===== src/logic/bank_addr_consts.svh =====
// Address-map constants for the banked data memory address unit.
// Assumes inclusion by the package and by the design file.
`ifndef BANK_ADDR_CONSTS_SVH
`define BANK_ADDR_CONSTS_SVH
`define ADDR_W            12
`define BANK_W            4
`define OFFS_W            8
`define BANK_PTR_RESET    4'h0
`define ACC_SPLIT         8'h60
`define ACC_LOW_BANK      4'h0
`define ACC_HIGH_BANK     4'hf
`define PCL_OFFSET        8'hf9
`define PCL_BANK          4'hf
`define REG_BANK_PTR      4'h0
`define REG_LAST_ADDR     4'h4
`define REG_STATUS        4'h4
`define REG_IMPL_MASK     4'h8
`define IMPL_BANKS_RESET  16'hffff
`endif


===== src/logic/bank_addr_pkg.sv =====
// Types for the banked data memory address unit.
// Assumes the constants header is on the include path.
`include "bank_addr_consts.svh"
package bank_addr_pkg;
  typedef struct packed {
    logic                valid;
    logic                write;
    logic                full_addr;
    logic                access_sel;
    logic [`ADDR_W-1:0]  addr;
    logic [7:0]          wdata;
  } mem_req_type;
  typedef struct packed {
    logic                valid;
    logic                write;
    logic [`ADDR_W-1:0]  addr;
    logic [7:0]          wdata;
  } ram_req_type;
endpackage


===== src/logic/bank_addr_unit.sv =====
// Banked data memory address generation and access mapping.
// Assumes a decoder on i_clk issuing one request per cycle and a RAM
// answering reads combinationally on o_ram / i_ram_rdata.
//
// Local design decisions: the Avalon-MM interface to the registers and the register addresses.
`timescale 1ns/1ps
`include "bank_addr_consts.svh"
module bank_addr_unit #(
  parameter logic [15:0] IMPL_BANKS = `IMPL_BANKS_RESET
) (
  input  wire logic                      i_clk,
  input  wire logic                      i_reset_n,
  input  wire bank_addr_pkg::mem_req_type i_req,
  input  wire logic                      i_load_bank_literal,
  input  wire logic [7:0]                i_bank_literal,
  input  wire logic                      i_extended_isa_config,
  input  wire logic [`ADDR_W-1:0]        i_remap_addr,
  output logic [`ADDR_W-1:0]             o_addr,
  output logic                           o_remap_active,
  output logic                           o_bank_unimpl,
  output logic                           o_pcl_hit,
  output logic                           o_flags_update,
  output bank_addr_pkg::ram_req_type     o_ram,
  input  wire logic [7:0]                i_ram_rdata,
  input  wire logic                      i_ram_impl,
  output logic [7:0]                     o_rdata,
  input  wire logic [3:0]                i_avs_address,
  input  wire logic                      i_avs_read,
  input  wire logic                      i_avs_write,
  input  wire logic [31:0]               i_avs_writedata,
  input  wire logic [3:0]                i_avs_byteenable,
  output logic [31:0]                    o_avs_readdata,
  output logic                           o_avs_waitrequest
);
  import bank_addr_pkg::*;

  // ----------------------------------------------------------------
  // Bank pointer
  // ----------------------------------------------------------------
  logic [`BANK_W-1:0] bank_pointer_r;
  logic               bus_bp_wr;
  logic [15:0]        impl_banks_r;
  logic               bus_impl_wr;
  logic [`ADDR_W-1:0] last_addr_r;
  logic               last_unimpl_r;

  // Literal load outranks a bus write
  always_ff @(posedge i_clk or negedge i_reset_n) begin
    if (!i_reset_n) begin
      bank_pointer_r <= `BANK_PTR_RESET;
    end else if (i_load_bank_literal) begin
      bank_pointer_r <= i_bank_literal[`BANK_W-1:0];
    end else if (bus_bp_wr) begin
      bank_pointer_r <= i_avs_writedata[`BANK_W-1:0];
    end
  end

  // ----------------------------------------------------------------
  // Address formation
  // ----------------------------------------------------------------
  logic [`OFFS_W-1:0] offs;
  logic [`BANK_W-1:0] bank;
  logic               use_remap;
  logic [`ADDR_W-1:0] addr_nxt;

  assign offs = i_req.addr[`OFFS_W-1:0];
  assign use_remap = i_extended_isa_config && !i_req.full_addr
                     && !i_req.access_sel;

  // Full address first, then pointer, remap, access-bank map
  always_comb begin
    if (i_req.full_addr) begin
      addr_nxt = i_req.addr;
    end else if (i_req.access_sel) begin
      addr_nxt = {bank_pointer_r, offs};
    end else if (use_remap) begin
      addr_nxt = i_remap_addr;
    end else if (offs < `ACC_SPLIT) begin
      addr_nxt = {`ACC_LOW_BANK, offs};
    end else begin
      addr_nxt = {`ACC_HIGH_BANK, offs};
    end
  end

  assign bank = addr_nxt[`ADDR_W-1:`OFFS_W];
  assign o_addr = addr_nxt;
  assign o_remap_active = i_req.valid && use_remap;
  assign o_bank_unimpl = i_req.valid && !impl_banks_r[bank];
  assign o_pcl_hit = i_req.valid && bank == `PCL_BANK
                     && addr_nxt[`OFFS_W-1:0] == `PCL_OFFSET;
  assign o_flags_update = i_req.valid;

  // ----------------------------------------------------------------
  // RAM side
  // ----------------------------------------------------------------
  // Unimplemented banks never see a strobe
  always_comb begin
    o_ram.valid = i_req.valid && impl_banks_r[bank];
    o_ram.write = i_req.write && impl_banks_r[bank];
    o_ram.addr  = addr_nxt;
    o_ram.wdata = i_req.wdata;
  end

  assign o_rdata = (impl_banks_r[bank] && i_ram_impl)
                   ? i_ram_rdata : 8'h00;

  always_ff @(posedge i_clk or negedge i_reset_n) begin
    if (!i_reset_n) begin
      last_addr_r   <= '0;
      last_unimpl_r <= 1'b0;
    end else if (i_req.valid) begin
      last_addr_r   <= addr_nxt;
      last_unimpl_r <= !impl_banks_r[bank];
    end
  end

  always_ff @(posedge i_clk or negedge i_reset_n) begin
    if (!i_reset_n) begin
      impl_banks_r <= IMPL_BANKS;
    end else if (bus_impl_wr) begin
      impl_banks_r <= i_avs_writedata[15:0];
    end
  end

  // ----------------------------------------------------------------
  // Avalon-MM slave, one wait state per access
  // ----------------------------------------------------------------
  logic ack_r;
  logic acc;

  assign acc = (i_avs_read || i_avs_write) && !ack_r;
  assign o_avs_waitrequest = (i_avs_read || i_avs_write) && !ack_r;
  assign bus_bp_wr = i_avs_write && ack_r && i_avs_byteenable[0]
                     && i_avs_address == `REG_BANK_PTR;
  assign bus_impl_wr = i_avs_write && ack_r && i_avs_byteenable[0]
                       && i_avs_address == `REG_IMPL_MASK;

  always_ff @(posedge i_clk or negedge i_reset_n) begin
    if (!i_reset_n) begin
      ack_r <= 1'b0;
    end else begin
      ack_r <= acc;
    end
  end

  always_ff @(posedge i_clk or negedge i_reset_n) begin
    if (!i_reset_n) begin
      o_avs_readdata <= 32'h0000_0000;
    end else if (acc && i_avs_read) begin
      case (i_avs_address)
        `REG_BANK_PTR: o_avs_readdata <= {28'h0, bank_pointer_r};
        `REG_STATUS:   o_avs_readdata <= {19'h0, last_unimpl_r,
                                          last_addr_r};
        `REG_IMPL_MASK: o_avs_readdata <= {16'h0, impl_banks_r};
        default:       o_avs_readdata <= 32'h0000_0000;
      endcase
    end
  end

  // ----------------------------------------------------------------
  // Checks: address formation
  // ----------------------------------------------------------------
  chk_banked_addr: assert property (
    @(posedge i_clk) disable iff (!i_reset_n)
    i_req.access_sel && !i_req.full_addr
    |-> o_addr == {bank_pointer_r, i_req.addr[`OFFS_W-1:0]})
    else $error("banked address wrong");

  chk_access_low: assert property (
    @(posedge i_clk) disable iff (!i_reset_n)
    !i_req.access_sel && !i_req.full_addr && !i_extended_isa_config
    && i_req.addr[`OFFS_W-1:0] < `ACC_SPLIT
    |-> o_addr == {`ACC_LOW_BANK, i_req.addr[`OFFS_W-1:0]})
    else $error("access low region wrong");

  chk_access_high: assert property (
    @(posedge i_clk) disable iff (!i_reset_n)
    !i_req.access_sel && !i_req.full_addr && !i_extended_isa_config
    && i_req.addr[`OFFS_W-1:0] >= `ACC_SPLIT
    |-> o_addr == {`ACC_HIGH_BANK, i_req.addr[`OFFS_W-1:0]})
    else $error("access high region wrong");

  chk_full_addr: assert property (
    @(posedge i_clk) disable iff (!i_reset_n)
    i_req.full_addr |-> o_addr == i_req.addr)
    else $error("full address not passed");

  chk_offset_kept: assert property (
    @(posedge i_clk) disable iff (!i_reset_n)
    !i_req.full_addr && !use_remap
    |-> o_addr[`OFFS_W-1:0] == i_req.addr[`OFFS_W-1:0])
    else $error("operand offset not kept");

  chk_remap_sel: assert property (
    @(posedge i_clk) disable iff (!i_reset_n)
    o_remap_active |-> o_addr == i_remap_addr)
    else $error("remap address not used");

  chk_remap_off: assert property (
    @(posedge i_clk) disable iff (!i_reset_n)
    !i_extended_isa_config || i_req.access_sel || i_req.full_addr
    |-> !o_remap_active)
    else $error("remap active outside extended mode");

  chk_pcl_decode: assert property (
    @(posedge i_clk) disable iff (!i_reset_n)
    i_req.valid && i_req.access_sel && !i_req.full_addr
    && bank_pointer_r == `PCL_BANK
    && i_req.addr[`OFFS_W-1:0] == `PCL_OFFSET |-> o_pcl_hit)
    else $error("pc low not decoded");

  chk_pcl_only: assert property (
    @(posedge i_clk) disable iff (!i_reset_n)
    o_pcl_hit |-> o_addr == {`PCL_BANK, `PCL_OFFSET})
    else $error("pc low decoded at wrong address");

  // ----------------------------------------------------------------
  // Checks: bank pointer
  // ----------------------------------------------------------------
  chk_literal_load: assert property (
    @(posedge i_clk) disable iff (!i_reset_n)
    i_load_bank_literal
    |=> bank_pointer_r == $past(i_bank_literal[`BANK_W-1:0]))
    else $error("bank literal not loaded");

  chk_ptr_write: assert property (
    @(posedge i_clk) disable iff (!i_reset_n)
    bus_bp_wr && !i_load_bank_literal
    |=> bank_pointer_r == $past(i_avs_writedata[`BANK_W-1:0]))
    else $error("bank pointer bus write lost");

  chk_bus_upper: assert property (
    @(posedge i_clk) disable iff (!i_reset_n)
    ack_r && $past(i_avs_read) && $past(i_avs_address) == `REG_BANK_PTR
    |-> o_avs_readdata[31:`BANK_W] == 28'h0)
    else $error("bank pointer upper bits nonzero");

  // ----------------------------------------------------------------
  // Checks: RAM side
  // ----------------------------------------------------------------
  chk_unimpl_write: assert property (
    @(posedge i_clk) disable iff (!i_reset_n)
    o_bank_unimpl |-> !o_ram.write && !o_ram.valid)
    else $error("write reached unimplemented bank");

  chk_unimpl_read: assert property (
    @(posedge i_clk) disable iff (!i_reset_n)
    o_bank_unimpl |-> o_rdata == 8'h00 && o_flags_update)
    else $error("unimplemented bank read not zero");

  chk_impl_pass: assert property (
    @(posedge i_clk) disable iff (!i_reset_n)
    i_req.valid && !o_bank_unimpl
    |-> o_ram.valid && o_ram.write == i_req.write
        && o_ram.addr == o_addr && o_ram.wdata == i_req.wdata)
    else $error("implemented bank access not passed");

  chk_hole_zero: assert property (
    @(posedge i_clk) disable iff (!i_reset_n)
    !i_ram_impl |-> o_rdata == 8'h00)
    else $error("unimplemented location not zero");

  chk_rdata_pass: assert property (
    @(posedge i_clk) disable iff (!i_reset_n)
    i_req.valid && !o_bank_unimpl && i_ram_impl
    |-> o_rdata == i_ram_rdata)
    else $error("implemented location read lost");

  chk_flags_valid: assert property (
    @(posedge i_clk) disable iff (!i_reset_n)
    i_req.valid |-> o_flags_update)
    else $error("status flags not updated");

  // ----------------------------------------------------------------
  // Checks: register bus
  // ----------------------------------------------------------------
  chk_wait_single: assert property (
    @(posedge i_clk) disable iff (!i_reset_n)
    o_avs_waitrequest |=> !o_avs_waitrequest)
    else $error("more than one wait state");

  chk_impl_write: assert property (
    @(posedge i_clk) disable iff (!i_reset_n)
    bus_impl_wr |=> impl_banks_r == $past(i_avs_writedata[15:0]))
    else $error("bank mask bus write lost");
endmodule // bank_addr_unit


===== config.mk =====
export PLATFORM = sky130hd
export DESIGN_NAME = bank_addr_unit
export DESIGN_NICKNAME = d
export VERILOG_FILES = /design/src/logic/bank_addr_pkg.sv /design/src/logic/bank_addr_unit.sv
export VERILOG_INCLUDE_DIRS = /design/src /design/src/logic
export SDC_FILE = /design/constraint.sdc
export NUM_CORES = 1
export LEC_CHECK = 0
export ABC_AREA = 1
export BUFFER_PORTS_ARGS = -buffer_cell sky130_fd_sc_hd__buf_2
export CELL_PAD_IN_SITES_DETAIL_PLACEMENT = 0
export CELL_PAD_IN_SITES_GLOBAL_PLACEMENT = 1
export CORE_AREA = 2 2 100 102
export CTS_BUF_LIST = sky130_fd_sc_hd__clkbuf_8 sky130_fd_sc_hd__clkbuf_16
export DETAILED_ROUTE_END_ITERATION = 10
export DIE_AREA = 0 0 102 104
export PLACE_DENSITY_LB_ADDON = 0.12
export SETUP_SLACK_MARGIN = 0.02
export SKIP_CTS_REPAIR_TIMING = 1
export SYNTH_ARGS = -nofsm -noshare
export SYNTH_HDL_FRONTEND = slang
export SYNTH_SLANG_ARGS = --single-unit
export TNS_END_PERCENT = 5

===== constraint.sdc =====
create_clock -name i_clk -period 2.55 [get_ports i_clk]
set_input_delay 0.3825 -clock i_clk [delete_from_list [all_inputs] [get_ports i_clk]]
set_output_delay 0.3825 -clock i_clk [all_outputs]
set_load 0.1 [all_outputs]

======== After elaboration in Yosys (flattened, before gate mapping) ========
Cells that the tools add are included.
operators by class
  reduce and logical (&&, ||, !) cells .... 22
  magnitude comparators ................... 2
  multiplexer cells ....................... 10
  equality and inequality tests ........... 4
operators by type and width
  cell                count
  $mux 12             4
  $pmux 16 s3         1
  $logic_and 1x1->1   15
  $eq 4x4->1 const B  2
  $eq 8x8->1 const B  1
  $lt 8x7->1 const B  1
  $mux 4              2
  $mux 8              1
  $lt 4x5->1 const B  1
  $bmux 1 s4          1
  $eq 4x3->1 const B  1
  $logic_not 1->1     4
  $logic_not 4->1     1
  $reduce_bool 2->1   1
  $logic_or 1x1->1    1
  $mux 1              1
word-level totals
  output and inout bits ................... 79
  flip-flop bits (word level) ............. 66
  input bits .............................. 99
  logic and storage cells ................. 44

======== Longest topological paths before layout ========
Gate-level depths: netlist of the first run.
  depth after elaboration ................. 10
  depth in mapped cells ................... 14
  gate-level depth less buffers ........... 14

======== Worst setup path before layout of the first run ========
Ideal clock, no wire load.
  kind .................................... input to output
  from .................................... input port i_extended_isa_config
  to ...................................... output port o_pcl_hit
  arrival time ............................ 4077 ps
  stages .................................. 9
  required time ........................... 2168 ps
  path buffers ............................ 1
  path slack .............................. -1909 ps
  cell sequence ........................... inv_1 > nor2_2 > nand2_4 > buf_2 > nand2_1 > nand2_1 > nor4_1 > nand4_1 > nor3_1
on the way
  elaborated cells between the ends (all ways) .. 9
  classes of those cells .................. eq/ne (2); mux (3); reduce/logical (4)
RTL lines
  item                                RTL line              text
  start, declared                     bank_addr_unit.sv:16  input wire logic i_extended_isa_config,
  $logic_and 1x1->1                   bank_addr_unit.sv:67  assign use_remap = i_extended_isa_config && !i_req.full_addr
  $logic_and 1x1->1                   bank_addr_unit.sv:68  && !i_req.access_sel;
  $mux 12                             bank_addr_unit.sv:76  end else if (use_remap) begin
  $mux 12                             bank_addr_unit.sv:74  end else if (i_req.access_sel) begin
  $mux 12                             bank_addr_unit.sv:72  if (i_req.full_addr) begin
  named net o_addr[1]                 bank_addr_unit.sv:18  output logic [`ADDR_W-1:0] o_addr,
  $eq 8x8->1 (no source line)         -
  $logic_and 1x1->1 (no source line)  -
  end, declared                       bank_addr_unit.sv:21  output logic o_pcl_hit,
The timed path passes the listed nets, and every way through them passes these cells.

======== Worst setup path in the final report of the first run ========
  from .................................... register bank_pointer_r[0]
  to ...................................... output port o_rdata[1]
on the way
  longest elaborated chain between the ends .. 6
ends and longest elaborated chain
  item                          RTL line               text
  start, declared               bank_addr_unit.sv:40   logic [`BANK_W-1:0] bank_pointer_r;
  start signal, assigned        bank_addr_unit.sv:50   bank_pointer_r <= `BANK_PTR_RESET;
  start signal, assigned        bank_addr_unit.sv:52   bank_pointer_r <= i_bank_literal[`BANK_W-1:0];
  start signal, assigned        bank_addr_unit.sv:54   bank_pointer_r <= i_avs_writedata[`BANK_W-1:0];
  $mux 12                       bank_addr_unit.sv:74
  $mux 12                       bank_addr_unit.sv:72
  $bmux 1 s4                    bank_addr_unit.sv:104  assign o_rdata = (impl_banks_r[bank] && i_ram_impl)
  $mux 1 (implied by the code)  bank_addr_unit.sv:104
  $logic_and 1x1->1             bank_addr_unit.sv:104
  $mux 8                        bank_addr_unit.sv:105  ? i_ram_rdata : 8'h00;
  end, declared                 bank_addr_unit.sv:26   output logic [7:0] o_rdata,
Every way passes these cells. The select of a mux whose other input is x is not followed.

==> flow_summary_export.csv, run 1 <==
group,metric,value,unit
route,ant_nets,0,
global_routing,use_met1,23.68,%
clock_tree,cts-buffers-inserted,5,
route,avgRoutedWirePerCell,13.01,um
timing,setup_ws,0.03297,ns
setup_path,max_stage_delay,0.45,ns
setup_path,cp_data_arrival_time,2.13,ns
clock_tree,htreeDepth,2,
global_routing,grt_max_degree,23,
placed_design,place.gp.congestion,0.8011,
synthesis,syn-cell-area,0.003009,mm^2
setup_path,critical_path.cell_chain,"a21oi_4 -> nand2_8 -> nand2_4 -> nand2_1 -> nand3_2 -> nand3_2 -> nand3_4 -> nand3_4 -> nor2_4 -> buf_12",
synthesis,ys_ff_latch,50,
floorplanning,die_w,102,um
floorplanning,dieArea,0.01061,mm^2
setup_path,crit_start,"bank_pointer_r[0]",
synthesis,synth_adder_area_share,0,%
global_routing,grt.total_usage,15.90,%
placed_design,dp_hpwl,6.677,mm
floorplanning,core,0.009549,mm^2
global_routing,grt_busiest_layer,"met2",
setup_path,crit_family,"simple AND/OR/NAND/NOR gates",
setup_path,cp-start-kind,"register",
layout,finalInstanceArea,0.004345,mm^2
placed_design,place.port_buffers,122,
synthesis,synth_simple_gate_area_share,28.61,%
synthesis,synth_compound_area_share,8.898,%
clock_tree,clock_sinks,50,
floorplanning,die_y,104,um
global_routing,grtUsageMet3,2.823,%
layout,final_nets,617,
layout,layout-drive-gt1-share,46.05,%
timing,relSlewSlack,52.32,%
synthesis,synth_top_family_by_area,"simple AND/OR/NAND/NOR gates",
layout,fin_util,45.51,%
synthesis,synth_cell_type_count,37,
clock_tree,clkLatencyLatePin,0.30,ns
timing,timing.final.crit_share,98.71,%
floorplanning,num_rows,36,
setup_path,cp.required,2.17,ns
global_routing,grt_pass1_wl,13.40,mm
route,viasPerCell,4.347,
timing,fin_crit,2.517,ns
job,drv_cap,0,
global_routing,grt_pass1_vias,2674,
timing,finalSetupViolCount,0,
global_routing,grt_util_met2,23.97,%
layout,antennaDiodeCount,0,
floorplanning,io_pins,178,
timing,rsz0062_at_grt,"true",
synthesis,avgSynthCellArea,7.756,um^2
synthesis,synthMuxAreaShare,3.742,%
route,firstDrtPassIters,4,
setup_path,critPathMaxFanout,8,
clock_tree,tritoncts,"done",
clock_tree,cts_root_buf,"clkbuf_8",
timing,hold_ws,0.01920,ns
timing,final.setup_skew,0.009310,ns
setup_path,timing.rr.start,"bank_pointer_r[0]",
route,num_vias,2834,
timing,slew_viol_final,0,
setup_path,cp_num_buf_inv,1,
timing,worstMarginPinSlew,0.7086,ns
power_and_ir_drop,vdd_ir_drop_max,0.0002720,V
clock_tree,cts.clk_slew.worst_paths,0.08,ns
synthesis,yosys.area_share.xor_xnor,0,%
status,status,"complete, no violations",
global_routing,grt-ovfl-total,0,
setup_path,cp-end-kind,"output port",
synthesis,synthesis.instances,388,
placed_design,dp_slack,-0.09790,ns
timing,hold_viol_final,0,
route,drc,0,
layout,syn_to_final_growth,44.41,%
clock_tree,clockBufferDepth,2,
power_and_ir_drop,total_power,0.002593,W
setup_path,slowest_stage,"dfrtp_2",
power_and_ir_drop,p_leak,2.291,nW
synthesis,seq_area_frac_synth,42.25,%
synthesis,ys_warn_count,0,
min_path,min_path_type,"input port to async pin",
route,drt_iter0_markers,84,
global_routing,antenna_found_initial,0,
route,wl,8.483,mm
setup_path,crit_type,"register to output port",
timing,max_freq,397.3,MHz
floorplanning,floorplan.initialDensity,31.51,%
power_and_ir_drop,power.density,596.7,mW/mm^2
placed_design,dpl-instance-area,0.004075,mm^2
## synthesized netlist by cell type, drive strengths merged
| master | n | area, um^2 |
|---|---|---|
| nand3 | 33 | 182.7 |
| a22o | 2 | 17.52 |
| o21a | 1 | 7.510 |
| a31oi | 2 | 12.51 |
| a21oi | 13 | 76.33 |
| o21ai | 28 | 147.6 |
| clkinv | 1 | 3.750 |
| dfstp | 16 | 420.4 |
| nand2 | 118 | 489.2 |
| or2 | 2 | 12.52 |
| o22ai | 1 | 6.260 |
| buf | 40 | 305.3 |
| nor4 | 3 | 18.77 |
| inv | 42 | 157.7 |
| dfrtp | 34 | 850.8 |
| nor2 | 25 | 96.35 |
| nand3b | 2 | 18.77 |
| nand4 | 2 | 12.51 |
| nor3 | 5 | 30.03 |
| mux2 | 10 | 112.6 |
| clkbuf | 7 | 26.28 |
| conb | 1 | 3.750 |
## stage by stage
| stage | instances | TNS (ns) |
|---|---|---|
| 4_1_cts | 645 | -0.9329 |
| 3_3_place_gp | 637 | -1.083 |
| 2_1_floorplan | 403 | -2.340 |
| 3_5_place_dp | 637 | -0.8907 |
| 6_report | 652 | 0 |
| 5_1_grt | 652 | -0.4943 |
## registers in the layout, indices dropped and copies added (netlist names)
| signal | count |
|---|---|
| ack_r | 1 |
| last_unimpl_r | 1 |
| bank_pointer_r | 4 |
| impl_banks_r | 16 |
| last_addr_r | 12 |
| o_avs_readdata | 16 |
## per-layer routing
| metal | wire, um | up-vias | share of wire (%) |
|---|---|---|---|
| li1 | - | 1448 | - |
| met1 | 3934 | 1279 | 46 |
| met2 | 3928 | 103 | 46 |
| met3 | 532 | 4 | 6.3 |
| met4 | 87 | 0 | 1.0 |
| met5 | 0 | - | 0 |
## cell type report
cell class,count,area [um^2]
Multi-Input combinational cell,265,1558
Inverter,43,172.7
Fill cell,1007,5204
Tap cell,133,166.4
Clock inverter,3,11.26
Timing Repair Buffer,153,1096
Clock buffer,5,68.82
Sequential cell,50,1272
## placed cells by master, fill, tap and decap left out, types with 2 or more instances in the layout
cell type	synthesis	routed
nand2_1	111	108
buf_2	1	106
inv_1	41	41
dfrtp_1	34	33
buf_4	37	30
o21ai_0	25	25
nand3_1	31	19
buf_12	0	17
conb_1	1	16
dfstp_2	16	16
nor2_1	24	13
nand3_2	1	12
nor2_4	0	11
a21oi_1	12	10
mux2_2	10	10
nand2_4	3	5
nand2_2	3	5
clkbuf_8	0	5
clkinvlp_4	0	3
nor4_1	3	3
o21ai_4	0	2
nor3_4	0	2
a21oi_4	1	2
nand2_8	1	2
or2_2	1	2
nand3_4	1	2
nand4_1	2	2
nor3_1	4	2
a22o_1	2	2
a31oi_1	2	2
## path summary, 6_finish.rpt
kind | to | slack, ns | cells past startpoint
worst min register to register | o_avs_readdata[9] | 0.48 | 2
worst max-delay path | o_rdata[1] | 0.03 | 10
worst min-delay path | o_avs_readdata[0] | 0.02 | 1
min in group i_clk | bank_pointer_r[2] | 0.30 | 3
worst max register to register | last_unimpl_r | 0.82 | 11
max in group asynchronous | impl_banks_r[4] | 1.86 | 2
## report_power, final
part / internal [W] / switching, W / total, W
logic: 0.000311 / 0.000893 / 0.00120
clock network: 0.000184 / 0.000250 / 0.000434
registers: 0.000900 / 0.0000541 / 0.000954
total: 0.00139 / 0.00120 / 0.00259
## logic make-up (layout without fill, tap and decap cells)
group	count (synthesis)	in the layout
AO/OA/AOI/OAI	47	47
buffers and inverters	90	204
flip-flops	50	50
multiplexers	10	10
other	1	16
AND/OR/NAND/NOR	190	192
No activity file was read; power rests on OpenSTA's default activity.
==> run 2: changes to the inputs <==
--- a/config.mk
+++ b/config.mk
@@ -14,6 +14,7 @@
 export CTS_BUF_LIST = sky130_fd_sc_hd__clkbuf_8 sky130_fd_sc_hd__clkbuf_16
 export DETAILED_ROUTE_END_ITERATION = 10
 export DIE_AREA = 0 0 102 104
+export GPL_TIMING_DRIVEN = 0
 export PLACE_DENSITY_LB_ADDON = 0.12
 export SETUP_SLACK_MARGIN = 0.02
 export SKIP_CTS_REPAIR_TIMING = 1
==> run 2 against run 1 <==
- global-route usage up 0.56 points
- largest cell class unchanged
- count of clock-buffer cells in the layout up 1
- first-iteration DRC count down 17%
- via count up 3.7%
- the run now ends with setup timing left
- flip-flop and latch count unchanged
- sequential power up 0.4%
- highest routed layer unchanged
- fmax down 2.1%
- clock skew up 0.0037 ns
- clock power up 8.5%
- combinational power up 5%
- non-clock buffer count up 30
- final area up 3.5%
==> flow_summary_export.csv, run 2 (synthesis results as in run 1) <==
group,metric,value,unit
clock_tree,clock_sinks,50,
floorplanning,io_pins,178,
power_and_ir_drop,clock_power_share,17.5,%
timing,finalSetupViolCount,8,
route,firstDrtPassIters,4,
setup_path,cp.required,2.17,ns
layout,layout_commonest_cell,"buf_2",
timing,worstMarginPinSlew,1.131,ns
layout,layout-drive-gt1-share,48.63,%
setup_path,timing.rr.start,"bank_pointer_r[0]",
floorplanning,die_w,102,um
setup_path,cp-end-kind,"output port",
setup_path,critical_path.cell_chain,"buf_4 -> nor2_4 -> nand2_8 -> nand2_4 -> nand2_4 -> nand2_8 -> nand3_1 -> nand3_2 -> nand3_2 -> nand3b_4 -> nand3_4 -> nor2_4 -> buf_12",
global_routing,grt_pass1_vias,2807,
global_routing,antenna_found_initial,0,
setup_path,crit_type,"input port to output port",
power_and_ir_drop,intPower,0.001423,W
timing,final.setup_skew,0.01299,ns
route,drc,0,
setup_path,cp_num_buf_inv,2,
power_and_ir_drop,swShare,47.09,%
floorplanning,num_rows,36,
status,violations,"setup timing",
layout,syn_to_final_growth,49.44,%
timing,setup_tns,-0.06260,ns
layout,fin_cells,682,
global_routing,grt.total_usage,16.46,%
route,ant_nets,0,
floorplanning,die_y,104,um
setup_path,crit_family,"simple AND/OR/NAND/NOR gates",
power_and_ir_drop,seqPwrFrac,35.6,%
setup_path,cp_data_arrival_time,2.19,ns
setup_path,cp-start-kind,"input port",
power_and_ir_drop,switchingPower,0.001266,W
layout,antennaDiodeCount,0,
placed_design,place.gp.congestion,0.8297,
global_routing,grt_pass1_wl,13.81,mm
clock_tree,clkLatencyLatePin,0.31,ns
floorplanning,floorplan.initialDensity,31.51,%
min_path,min_path_type,"input port to async pin",
route,viasPerCell,4.311,
clock_tree,cts.clk_slew.worst_paths,0.09,ns
job,drv_cap,0,
setup_path,slowest_stage,"nand3_4",
global_routing,grt_max_degree,51,
power_and_ir_drop,combPwrFrac,46.8,%
route,drt_iter0_markers,70,
timing,max_freq,389.1,MHz
timing,fin_crit,2.570,ns
floorplanning,core,0.009549,mm^2
placed_design,dp.cells,665,
floorplanning,dieArea,0.01061,mm^2
route,num_vias,2940,
setup_path,max_stage_delay,0.23,ns
timing,hold_viol_final,0,
clock_tree,htreeDepth,2,
status,status,"finished with violations",
timing,rsz0062_at_grt,"true",
layout,fillCellCount,1007,
setup_path,critPathMaxFanout,8,
placed_design,dp_hpwl,6.664,mm
timing,timing.final.crit_share,100.8,%
timing,setup_ws,-0.01974,ns
power_and_ir_drop,p_leak,2.386,nW
clock_tree,tritoncts,"done",
layout,largestRegisters,"impl_banks_r (16), o_avs_readdata (16), last_addr_r (12)",
clock_tree,clockBufferDepth,2,
route,avgRoutedWirePerCell,13.04,um
clock_tree,cts-buffers-inserted,5,
power_and_ir_drop,vdd_ir_drop_max,0.0002325,V
timing,relSlewSlack,24.58,%
placed_design,place.port_buffers,129,
layout,final_cell_mix,"buf_2, nand2_1, buf_4",
route,wl,8.896,mm
timing,slew_viol_final,0,
power_and_ir_drop,power.density,598.0,mW/mm^2
clock_tree,cts_root_buf,"clkbuf_8",
setup_path,crit_start,"i_req[20]",
setup_path,r2r_slack,0.87,ns
global_routing,grt-ovfl-total,0,
layout,final_nets,647,
run 2: cell types whose count changed in the layout (fill, tap and decap cells not counted), sizes merged:
cell,change
clkbuf,+10
inv,-1
buf,+21
run 2: power by group through the flow:
stage / logic (W) / registers (W) / clock network, W
6_report: 0.00126 / 0.000958 / 0.000471
5_1_grt: 0.00133 / 0.000969 / 0.000526
4_1_cts: 0.00115 / 0.000954 / 0.000488
3_5_place_dp: 0.00114 / 0.000968 / 0
3_3_place_gp: 0.00114 / 0.000967 / 0
2_1_floorplan: 0.000834 / 0.00106 / 0
run 2: cell type report:
class                           instances  area (um^2)  share of cell area, %
Tap cell                              133        166.4                  3.701
Buffer                                 47        331.6                  7.373
Timing Repair Buffer                  136        858.3                  19.09
Clock buffer                            6        82.58                  1.836
Sequential cell                        50         1272                  28.30
Inverter                               43        175.2                  3.895
Multi-Input combinational cell        265         1603                  35.64
Clock inverter                          2        7.507                 0.1669
run 2: metal layers:
metal  vias to the layer above  wire length [um]  part of all wire, %  track usage (%)
li1                       1506                 -                    -                -
met1                      1331              4119                   46            22.95
met2                        95              4233                   48            26.55
met3                         8               441                  5.0            2.151
met4                         0               103                  1.2            4.762
met5                         -                 0                    0                0
run 2: worst paths after layout:
path                       cells past startpoint            endpoint
setup / recovery                              13          o_rdata[7]
hold / removal                                 1  o_avs_readdata[14]
setup reg to reg                              10       last_unimpl_r
hold reg to reg                                2   o_avs_readdata[2]
max in group asynchronous                      1   bank_pointer_r[0]
min in group i_clk                             3   bank_pointer_r[3]
run 2: stage by stage:
| stage | utilization, % | setup slack, ns | hold slack [ns] | cell area [um^2] | power [W] |
|---|---|---|---|---|---|
| CTS | 42.77 | -0.4483 | 0.2957 | 4084 | 0.002589 |
| floorplan | - | -0.3092 | 0.08691 | 3182 | 0.001897 |
| global placement | 41.82 | -0.4796 | 0.4596 | 3994 | 0.002106 |
| detailed placement | 41.82 | -0.4480 | 0.4634 | 3994 | 0.002113 |
| global route | 47.09 | -0.1081 | 0.3019 | 4497 | 0.002820 |
| finish | 47.09 | -0.01974 | 0.2933 | 4497 | 0.002689 |
run 2: worst reg2reg max path: cells and delay by family (launching register included):
family / cells / cell delay (ns)
flops: 1 / 0.45
buf+inv: 1 / 0.18
simple gates: 8 / 0.76
compound gates: 1 / 0.25
